==> src/common/uart_rx_pkg.sv <==
`default_nettype none
package uart_rx_pkg;

	// ========================================
	// clock and bit timing
	localparam int unsigned CLK_HZ = 200_000_000;
	localparam int TIMER_W = 32;
	localparam int BITS_PER_FRAME = 9;
	localparam logic [3:0] FRAME_COUNT = 4'h9;
	localparam logic [3:0] BAUD_SEL_MASK = 4'hf;
	// bit periods in mclk cycles; entry zero samples every cycle
	localparam logic [31:0] BIT_PERIOD_TABLE [16] = '{
		32'h0, 32'(CLK_HZ / 50), 32'(CLK_HZ / 75), 32'(CLK_HZ / 110),
		32'(CLK_HZ / 135), 32'(CLK_HZ / 150), 32'(CLK_HZ / 300), 32'(CLK_HZ / 600),
		32'(CLK_HZ / 1200), 32'(CLK_HZ / 1800), 32'(CLK_HZ / 2400), 32'(CLK_HZ / 3600),
		32'(CLK_HZ / 4800), 32'(CLK_HZ / 7200), 32'(CLK_HZ / 9600), 32'(CLK_HZ / 19200)
	};

	// ========================================
	// register byte addresses
	localparam logic [7:0] ADDR_PORT_COMMAND = 8'h00;
	localparam logic [7:0] ADDR_LINE_SETTINGS = 8'h04;
	localparam logic [7:0] ADDR_STATUS = 8'h08;
	localparam logic [7:0] ADDR_RX_WRITE_INDEX = 8'h0c;
	localparam logic [7:0] ADDR_RX_READ_INDEX = 8'h10;
	localparam logic [7:0] ADDR_TX_READ_INDEX = 8'h14;
	localparam logic [7:0] ADDR_IRQ_STATUS = 8'h18;
	localparam logic [7:0] ADDR_IRQ_MASK = 8'h1c;
	localparam logic [7:0] ADDR_RING_BASE = 8'h20;
	localparam logic [7:0] ADDR_RING_LAST = 8'h3c;

	// ========================================
	// field layouts
	localparam logic [7:0] PORT_ENABLE_BIT = 8'h01;
	localparam logic [7:0] STATUS_RUNNING = 8'h40;
	localparam logic [7:0] STATUS_RX_BUSY = 8'h08;
	localparam logic [7:0] STATUS_OVERFLOW = 8'h04;
	localparam logic [7:0] STATUS_FRAME_ERR = 8'h02;
	localparam logic [7:0] INDEX_MASK = 8'h07;
	localparam logic [3:0] RING_FULL_DISTANCE = 4'h7;
	localparam logic [2:0] INDEX_STEP = 3'h1;

	// interrupt event bits
	localparam int IRQ_W = 4;
	localparam logic [3:0] IRQ_START = 4'h1;
	localparam logic [3:0] IRQ_BYTE = 4'h2;
	localparam logic [3:0] IRQ_FRAME = 4'h4;
	localparam logic [3:0] IRQ_OVERFLOW = 4'h8;

	// receiver phases
	typedef enum logic [1:0] {
		RX_IDLE = 2'b00,
		RX_SHIFT = 2'b01,
		RX_CHECK = 2'b10
	} rx_phase_type;

endpackage
`default_nettype wire

==> src/design/rx_line_sync.sv <==
`default_nettype none
// ========================================
// two-stage synchroniser for the serial input pin
module rx_line_sync (
	input wire logic mclk,
	input wire logic reset,
	input wire logic line_async,
	output logic line_sync
);
	import uart_rx_pkg::*;

	typedef struct packed {
		logic meta;
		logic stable;
	} sync_type;

	sync_type q, d;

	// first stage feeds only the second; line idles high
	always_comb begin
		d = q;
		d.meta = line_async;
		d.stable = q.meta;
	end

	always_ff @(posedge mclk) begin
		if (reset) begin
			q <= '{meta: 1'b1, stable: 1'b1};
		end else begin
			q <= d;
		end
	end

	assign line_sync = q.stable;

endmodule // rx_line_sync
`default_nettype wire

==> src/design/uart_receive_path.sv <==
// Chosen here: the Wishbone register port and the register addresses.
`default_nettype none
// What this block does
// [RULE1] idle low line starts a byte
// [RULE2] start sets receive-in-progress status flag
// [RULE3] first sample at one and half periods
// [RULE4] nine samples: eight data, then stop
// [RULE5] sample when due, lsb first, advance
// [RULE6] low stop bit: drop byte, frame flag
// [RULE7] eight-slot ring, indices masked modulo eight
// [RULE8] distance seven or more: drop, overflow flag
// [RULE9] store at write index, then advance it
// [RULE10] stored byte clears receive-in-progress flag
// [RULE11] disabled port clears state, write index and transmit read index
// [RULE12] bit period from sixteen-entry table
// [RULE13] enabled port keeps running flag set
// [RULE14] error flags hold until port disabled
module uart_receive_path (
	input wire logic mclk,
	input wire logic reset,
	input wire logic serial_input_line,
	input wire logic wb_cyc_i,
	input wire logic wb_stb_i,
	input wire logic wb_we_i,
	input wire logic [7:0] wb_adr_i,
	input wire logic [3:0] wb_sel_i,
	input wire logic [31:0] wb_dat_i,
	output logic [31:0] wb_dat_o,
	output logic wb_ack_o,
	output logic irq_o
);
	import uart_rx_pkg::*;

	// ========================================
	// operating notes

	// bus side:
	// a request is taken on the edge where cyc and stb are high and ack is low
	// ack rises one cycle later and stands for one cycle only
	// read data is loaded as ack rises and holds until the next read
	// a write lands on the edge that ends the ack cycle
	// only lane zero carries data; a write with sel[0] low is ignored
	// unmapped reads return zero, unmapped writes do nothing
	// the master must drop cyc and stb for a cycle between requests

	// line side:
	// the pin passes two flops, so a start is seen two cycles late
	// that lag is the same for every bit, so sample spacing is unaffected
	// the start is only looked for while idle and enabled
	// samples fall at start plus half a period plus one period
	// each later sample is one period after the one before
	// nine samples in all: eight data bits, lsb first, then the stop bit
	// one cycle after the last sample the byte is stored or dropped
	// the next start can be seen from the cycle after that check

	// timing hazards:
	// the due test is a signed difference, so a timer wrap is harmless
	// this only holds while one and a half bit periods stay below half the timer range
	// a table entry of zero makes every cycle a sample cycle
	// that setting is meant for quick checks, not for a real line

	// ring hazards:
	// the host may write any read index; only the low three bits count
	// the device writes back only masked write indices
	// the full test is the plain distance of the two masked slots
	// so a distance of seven drops the byte, and one slot stays unused
	// a wrapped distance of one is not caught; software must keep up

	// status hazards:
	// on a frame error or an overflow the busy flag is left set
	// it is cleared by the next good byte or by turning the port off
	// error flags are sticky until the port is turned off
	// while off, status, write index and transmit read index read zero
	// the running flag returns on the first enabled cycle

	// interrupt hazards:
	// each event sets its sticky bit; writing a one clears it
	// an event in the same cycle as its clear wins
	// the interrupt line is a level, high while any unmasked bit is set

	// ========================================
	// state

	typedef struct packed {
		logic ack;
		logic [31:0] rdata;
		logic [7:0] port_command;
		logic [7:0] line_settings_byte;
		logic [7:0] serial_status_byte;
		logic [7:0] rx_write_index;
		logic [7:0] rx_read_index;
		logic [7:0] tx_read_index;
		logic [IRQ_W-1:0] irq_status;
		logic [IRQ_W-1:0] irq_mask;
		logic [7:0][7:0] rx_ring_storage;
		logic [TIMER_W-1:0] timer;
		logic [TIMER_W-1:0] sample_time;
		logic [BITS_PER_FRAME-1:0] shift_bits;
		logic [3:0] bits_left;
		rx_phase_type phase;
	} state_type;

	state_type q, d;
	logic line_level;

	// ========================================
	// pin synchroniser

	rx_line_sync line_sync_inst (
		.mclk(mclk),
		.reset(reset),
		.line_async(serial_input_line),
		.line_sync(line_level)
	);

	// ========================================
	// helpers

	// index as seen by the ring logic: low three bits only
	function automatic logic [2:0] ring_slot(input logic [7:0] index);
		ring_slot = 3'(index & INDEX_MASK); // RULE7
	endfunction

	// absolute distance between read and write slots
	function automatic logic [3:0] slot_distance(input logic [2:0] tail, input logic [2:0] head);
		logic [3:0] diff;
		diff = {1'b0, tail} - {1'b0, head};
		if (diff[3]) begin
			slot_distance = 4'(~diff + 4'h1);
		end else begin
			slot_distance = diff;
		end
	endfunction

	// true when the byte address hits one ring word
	function automatic logic ring_hit(input logic [7:0] addr);
		ring_hit = (addr >= ADDR_RING_BASE) && (addr <= ADDR_RING_LAST);
	endfunction

	// ========================================
	// combinational next state

	logic port_on;
	logic bus_write;
	logic sample_due;
	logic [TIMER_W-1:0] time_diff;
	logic [TIMER_W-1:0] bit_period;
	logic [2:0] head;
	logic [2:0] tail;
	logic [IRQ_W-1:0] events;
	logic [IRQ_W-1:0] irq_clear;

	always_comb begin
		d = q;
		events = '0;
		irq_clear = '0;
		port_on = (q.port_command & PORT_ENABLE_BIT) != 8'h00;
		bit_period = BIT_PERIOD_TABLE[q.line_settings_byte[3:0] & BAUD_SEL_MASK]; // RULE12
		time_diff = q.timer - q.sample_time;
		sample_due = ~time_diff[TIMER_W-1]; // RULE5
		head = ring_slot(q.rx_write_index); // RULE7
		tail = ring_slot(q.rx_read_index); // RULE7

		// free-running timer
		d.timer = q.timer + 32'h1;

		// wishbone: ack one cycle after the request, then drop
		d.ack = wb_cyc_i & wb_stb_i & ~q.ack;
		bus_write = q.ack & wb_cyc_i & wb_stb_i & wb_we_i & wb_sel_i[0];

		// read data captured as ack rises; unmapped reads zero
		if (d.ack && !wb_we_i) begin
			d.rdata = '0;
			if (ring_hit(wb_adr_i)) begin
				d.rdata[7:0] = q.rx_ring_storage[wb_adr_i[4:2]];
			end else begin
				case (wb_adr_i)
					ADDR_PORT_COMMAND: d.rdata[7:0] = q.port_command;
					ADDR_LINE_SETTINGS: d.rdata[7:0] = q.line_settings_byte;
					ADDR_STATUS: d.rdata[7:0] = q.serial_status_byte;
					ADDR_RX_WRITE_INDEX: d.rdata[7:0] = q.rx_write_index;
					ADDR_RX_READ_INDEX: d.rdata[7:0] = q.rx_read_index;
					ADDR_TX_READ_INDEX: d.rdata[7:0] = q.tx_read_index;
					ADDR_IRQ_STATUS: d.rdata[IRQ_W-1:0] = q.irq_status;
					ADDR_IRQ_MASK: d.rdata[IRQ_W-1:0] = q.irq_mask;
					default: d.rdata = '0;
				endcase
			end
		end

		// software writes take effect at the acknowledged edge
		if (bus_write) begin
			case (wb_adr_i)
				ADDR_PORT_COMMAND: d.port_command = wb_dat_i[7:0];
				ADDR_LINE_SETTINGS: d.line_settings_byte = wb_dat_i[7:0];
				ADDR_RX_READ_INDEX: d.rx_read_index = wb_dat_i[7:0];
				ADDR_TX_READ_INDEX: d.tx_read_index = wb_dat_i[7:0];
				ADDR_IRQ_STATUS: irq_clear = wb_dat_i[IRQ_W-1:0];
				ADDR_IRQ_MASK: d.irq_mask = wb_dat_i[IRQ_W-1:0];
				default: d.irq_mask = q.irq_mask;
			endcase
		end

		// receiver
		if (!port_on) begin
			// cancel reception and clear shared bytes
			d.phase = RX_IDLE; // RULE11
			d.bits_left = 4'h0; // RULE11
			d.shift_bits = '0;
			d.serial_status_byte = 8'h00; // RULE11
			d.rx_write_index = 8'h00; // RULE11
			d.tx_read_index = 8'h00; // RULE11
		end else begin
			d.serial_status_byte = q.serial_status_byte | STATUS_RUNNING; // RULE13
			case (q.phase)
				RX_IDLE: begin
					if (!line_level) begin
						// start bit seen
						d.phase = RX_SHIFT; // RULE1
						d.serial_status_byte = d.serial_status_byte | STATUS_RX_BUSY; // RULE2
						d.sample_time = q.timer + (bit_period >> 1) + bit_period; // RULE3
						d.shift_bits = '0;
						d.bits_left = FRAME_COUNT; // RULE4
						events = events | IRQ_START;
					end
				end
				RX_SHIFT: begin
					if (sample_due) begin
						// lsb first: new bit enters at the top
						d.shift_bits = {line_level, q.shift_bits[BITS_PER_FRAME-1:1]}; // RULE5
						d.sample_time = q.sample_time + bit_period; // RULE5
						d.bits_left = q.bits_left - 4'h1;
						if (q.bits_left == 4'h1) begin
							d.phase = RX_CHECK; // RULE4
						end
					end
				end
				RX_CHECK: begin
					d.phase = RX_IDLE;
					d.bits_left = 4'h0;
					if (!q.shift_bits[BITS_PER_FRAME-1]) begin
						// stop bit low: byte dropped
						d.serial_status_byte = d.serial_status_byte | STATUS_FRAME_ERR; // RULE6
						events = events | IRQ_FRAME;
					end else if (slot_distance(tail, head) >= RING_FULL_DISTANCE) begin
						// ring too full: byte dropped
						d.serial_status_byte = d.serial_status_byte | STATUS_OVERFLOW; // RULE8
						events = events | IRQ_OVERFLOW;
					end else begin
						d.rx_ring_storage[head] = q.shift_bits[7:0]; // RULE9
						d.rx_write_index = {5'h00, 3'(head + INDEX_STEP)}; // RULE9
						// error bits are left as they stand
						d.serial_status_byte = d.serial_status_byte & ~STATUS_RX_BUSY; // RULE10 RULE14
						events = events | IRQ_BYTE;
					end
				end
				default: begin
					d.phase = RX_IDLE;
					d.bits_left = 4'h0;
				end
			endcase
		end

		// sticky interrupt bits: a new event beats a clear
		d.irq_status = (q.irq_status & ~irq_clear) | events;
	end

	// ========================================
	// registers

	always_ff @(posedge mclk) begin
		if (reset) begin
			q <= '0;
			q.phase <= RX_IDLE;
		end else begin
			q <= d;
		end
	end

	// ========================================
	// outputs

	assign wb_ack_o = q.ack;
	assign wb_dat_o = q.rdata;
	assign irq_o = |(q.irq_status & q.irq_mask); // level while any unmasked bit is set

endmodule // uart_receive_path
`default_nettype wire

==> config.mk <==
export PLATFORM = sky130hd
export DESIGN_NAME = uart_receive_path
export DESIGN_NICKNAME = d
export VERILOG_FILES = /design/src/common/uart_rx_pkg.sv /design/src/design/rx_line_sync.sv /design/src/design/uart_receive_path.sv
export SDC_FILE = /design/constraint.sdc
export NUM_CORES = 1
export LEC_CHECK = 0
export BUFFER_PORTS_ARGS = -buffer_cell sky130_fd_sc_hd__clkbuf_2
export CELL_PAD_IN_SITES_DETAIL_PLACEMENT = 1
export CELL_PAD_IN_SITES_GLOBAL_PLACEMENT = 2
export CORE_MARGIN = 3
export CORE_UTILIZATION = 41
export DETAILED_ROUTE_END_ITERATION = 8
export PLACE_DENSITY_LB_ADDON = 0.1
export SYNTH_ARGS = -nofsm -noshare
export SYNTH_HDL_FRONTEND = slang
export SYNTH_SLANG_ARGS = --single-unit
==> constraint.sdc <==
create_clock -name mclk -period 8.9 [get_ports mclk]
set_clock_uncertainty 0.2 [all_clocks]
set_input_delay 1.78 -clock mclk [delete_from_list [all_inputs] [get_ports mclk]]
set_output_delay 1.78 -clock mclk [all_outputs]
set_load 0.1 [all_outputs]
==> metrics.csv <==
stage,metric,value,unit
sta,"Slew Viols, Final",0,
global_routing,initial antenna violation count,0,
final_layout,"most common cell after layout, fill and taps aside",nor2_1,
power_and_ir_drop,Power Density,139.9,nW/um^2
setup_path,crit-path most repeated cell,a211o_1,
die,CORE AREA,32870,sq um
hold_path,worst min path class,reg -> reg,
clock_tree,worst skew pair latency,0.56,ns
power_and_ir_drop,worst vdd ir,0.0001422,V
global_routing,first-pass GRT wire length,66140,microns
clock_tree,Max Root-Sink Buffers,3,
setup_path,crit-path max FO,17,
logic_synthesis,yosys warns,0,
route,Iteration-0 DRC Markers,564,
power_and_ir_drop,Leak,6.119,nW
final_layout,share of layout cells above drive strength 1,0.08897,
logic_synthesis,Synth cell types,84,
logic_synthesis,Main synth FF type,dfxtp_1,
logic_synthesis,post-synthesis sequential area ratio,0.2916,
final_layout,fillers,3953,
setup_path,CP Class,reg -> reg,
clock_tree,Post-CTS Hold Buffers,0,
final_layout,number of antenna diodes,0,
sta,worst slew pin tran,1.118,ns
sta,setup_tns,0,ns
sta,Tcrit/Tclk final,0.6873,
clock_tree,H-Tree Depth,1,
setup_path,CP cell instances,inv_1 -> ha_1 -> and2_1 -> o21ai_0 -> o21ai_0 -> fa_1 -> ha_1 -> inv_1 -> fa_1 -> nand2b_1 -> a211o_1 -> a31oi_1 -> a211o_1 -> a41o_1 -> nand3_1 -> xnor2_1 -> a32o_1 -> a211o_1,
logic_synthesis,mux cell area share after synthesis,0.1112,
placed_design,port bufs,32,
sta,setup violators final,0,
route,vias,11720,
logic_synthesis,synthesized flop and latch total,201,
global_routing,total track usage,0.2269,
route,"wirelength, routed",41040,microns
sta,RSZ-0062 raised after global routing,no,
job,maxcap violations,0,
logic_synthesis,instance count of the mapped netlist,1643,
outcome,status,completed,
logic_synthesis,Adder-Cell Fraction of Synth Area,0.1121,
route,post-route ant nets,0,
logic_synthesis,xor/xnor share of the synthesized area,0.04560,
placed_design,HPWL Detailed,29870,microns
global_routing,vias in the first global route,11990,
clock_tree,total clock sinks,201,
setup_path,Critical Path Slowest Stage Cell,dfxtp_1,
setup_path,cells on worst reg2reg path,18,
clock_tree,post-CTS resize count,0,
die,I/O pin cnt,84,
route,DRC viols,0,
final_layout,area of the multi-input gates,8935,sq um
route,Detailed Routing Iterations Pass 1,4,
setup_path,CP Launch Type,flop,
die,full die area,35900,sq um
placed_design,gpl congestion,0.8533,
final_layout,Final nets,1785,
global_routing,largest net degree at the start of global routing,88,
sta,relative slew slack,0.2514,
clock_tree,clk slew on worst S/H paths,0.06,ns
global_routing,GRT overflow,0,
power_and_ir_drop,Pwr Total,0.002099,W
final_layout,Layout Area Growth over Synthesis,8.676,%
clock_tree,number of setup buffers added after CTS,0,
final_layout,"commonest cells after routing, fill and taps aside","212 x nor2_1, 201 x dfxtp_1, 115 x mux2i_1",
setup_path,critical path arrival,6.36,ns
clock_tree,clk root buf,clkbuf_16,
sta,final count of hold timing violations,0,
clock_tree,TritonCTS clock tree,yes,
sta,Max Clock Freq,163.5,MHz
logic_synthesis,post-synthesis compound-gate area fraction,0.1869,
hold_path,hold depth,1,
die,row cnt,66,
die,Starting Density,0.4199,
route,wire length per cell,19.70,microns
setup_path,Critical Path Max Stage Delay,0.70,ns
die,Die X,189.5,microns
logic_synthesis,Post-Synth Simple-Gate Area,0.1831,
sta,Tmin final,6.117,ns
final_layout,Reg area,4024,sq um
logic_synthesis,largest family of logic cells by synthesized area,compound AO/OA/AOI/OAI gates,
logic_synthesis,syn_area_per_cell,8.400,sq um
logic_synthesis,ys async rst share,0,
logic_synthesis,"EDFF count, synth",0,
clock_tree,CTS Buf Count,26,
route,Via density,5.626,
die,die height,189.5,microns
logic_synthesis,synthesized area,13800,sq um
setup_path,critical path required time,9.14,ns
setup_path,Worst Setup End Kind,flop,
state kept, by name, summed over array words and instances (netlist names):
register,count
head,3
line_sync_inst.d,1
line_sync_inst.line_sync,1
port_on,1
q,186
wb_ack_o,1
wb_dat_o,8
layer usage:
metal / part of all wire / vias to the layer above / global-route usage
met5: 0 / - / 0
met4: 0.021 / 0 / 0.05118
met3: 0.024 / 54 / 0.02500
met2: 0.48 / 125 / 0.3938
met1: 0.47 / 5795 / 0.3038
li1: - / 5744 / -
path summary, 6_finish.rpt:
path              slack, ns                       end           startpoint
setup / recovery       2.78                     q[40]               q[183]
hold / removal         0.21  line_sync_inst.line_sync  line_sync_inst.d[0]
setup reg to reg       2.78                     q[40]               q[183]
hold reg to reg        0.21  line_sync_inst.line_sync  line_sync_inst.d[0]
cell type report:
class	count	share of cell area
tap	442	0.03687
clock buffer	37	0.04880
sequential	201	0.2683
inverter	95	0.02378
multi-input combinational	1252	0.5957
timing repair buffer	47	0.01835
clock inverter	9	0.008176
synthesized netlist by cell type (all sizes together) (17+ instances only):
library cell,n,area [sq um]
nand2b,17,106.4
a21o,39,292.8
o21ai,76,387.9
inv,95,356.6
nor2,213,807.0
dfxtp,201,4024
nor3,21,127.6
xor2,32,287.8
and2,17,106.4
fa,18,360.4
clkbuf,64,240.2
ha,94,1176
buf,54,359.1
a21oi,105,525.5
xnor2,39,341.6
and3,17,106.4
nand4,21,131.4
a211oi,31,255.2
or3,17,106.4
nand2,111,416.7
mux2i,115,1151
nand3,34,175.2
a31oi,18,112.6
power breakdown:
group,leakage [nW],switching (W),internal [W]
logic,4.08,0.000106,0.0000206
registers,1.62,0.00000365,0.000903
clock network,0.417,0.000435,0.000630
worst max-delay path, delay by kind of cell (launching register included):
kind / cells / cell delay (ns)
flops: 1 / 0.70
compound gates: 8 / 2.45
simple gates: 3 / 0.53
xor+xnor: 1 / 0.17
fa+ha+maj: 4 / 1.63
buf+inv: 2 / 0.32
per-stage QoR:
| stage | hold WS [ns] | instances | util | cell area (sq um) | setup WS (ns) |
|---|---|---|---|---|---|
| global route | 0.2386 | 2083 | 0.4563 | 15000 | 2.418 |
| CTS | 0.2182 | 2083 | 0.4563 | 15000 | 2.774 |
| global placement | 0.1948 | 2037 | 0.4303 | 14140 | 2.922 |
| finish | 0.2124 | 2083 | 0.4563 | 15000 | 2.783 |
| detailed placement | 0.2044 | 2037 | 0.4303 | 14140 | 2.817 |
| floorplan | 0.1895 | 1666 | - | 13890 | 3.994 |
logic make-up (layout without fill, tap and decap cells):
logic type,after synthesis,count (layout)
and+or+nand+nor,527,527
AOI/OAI and AO/OA,384,384
buffers and inverters,213,188
DFF,201,201
muxes,133,133
adders and majority gates,113,113
xor gates and xnor gates,71,71
other,1,24
Power figures use the tool's default switching activity.
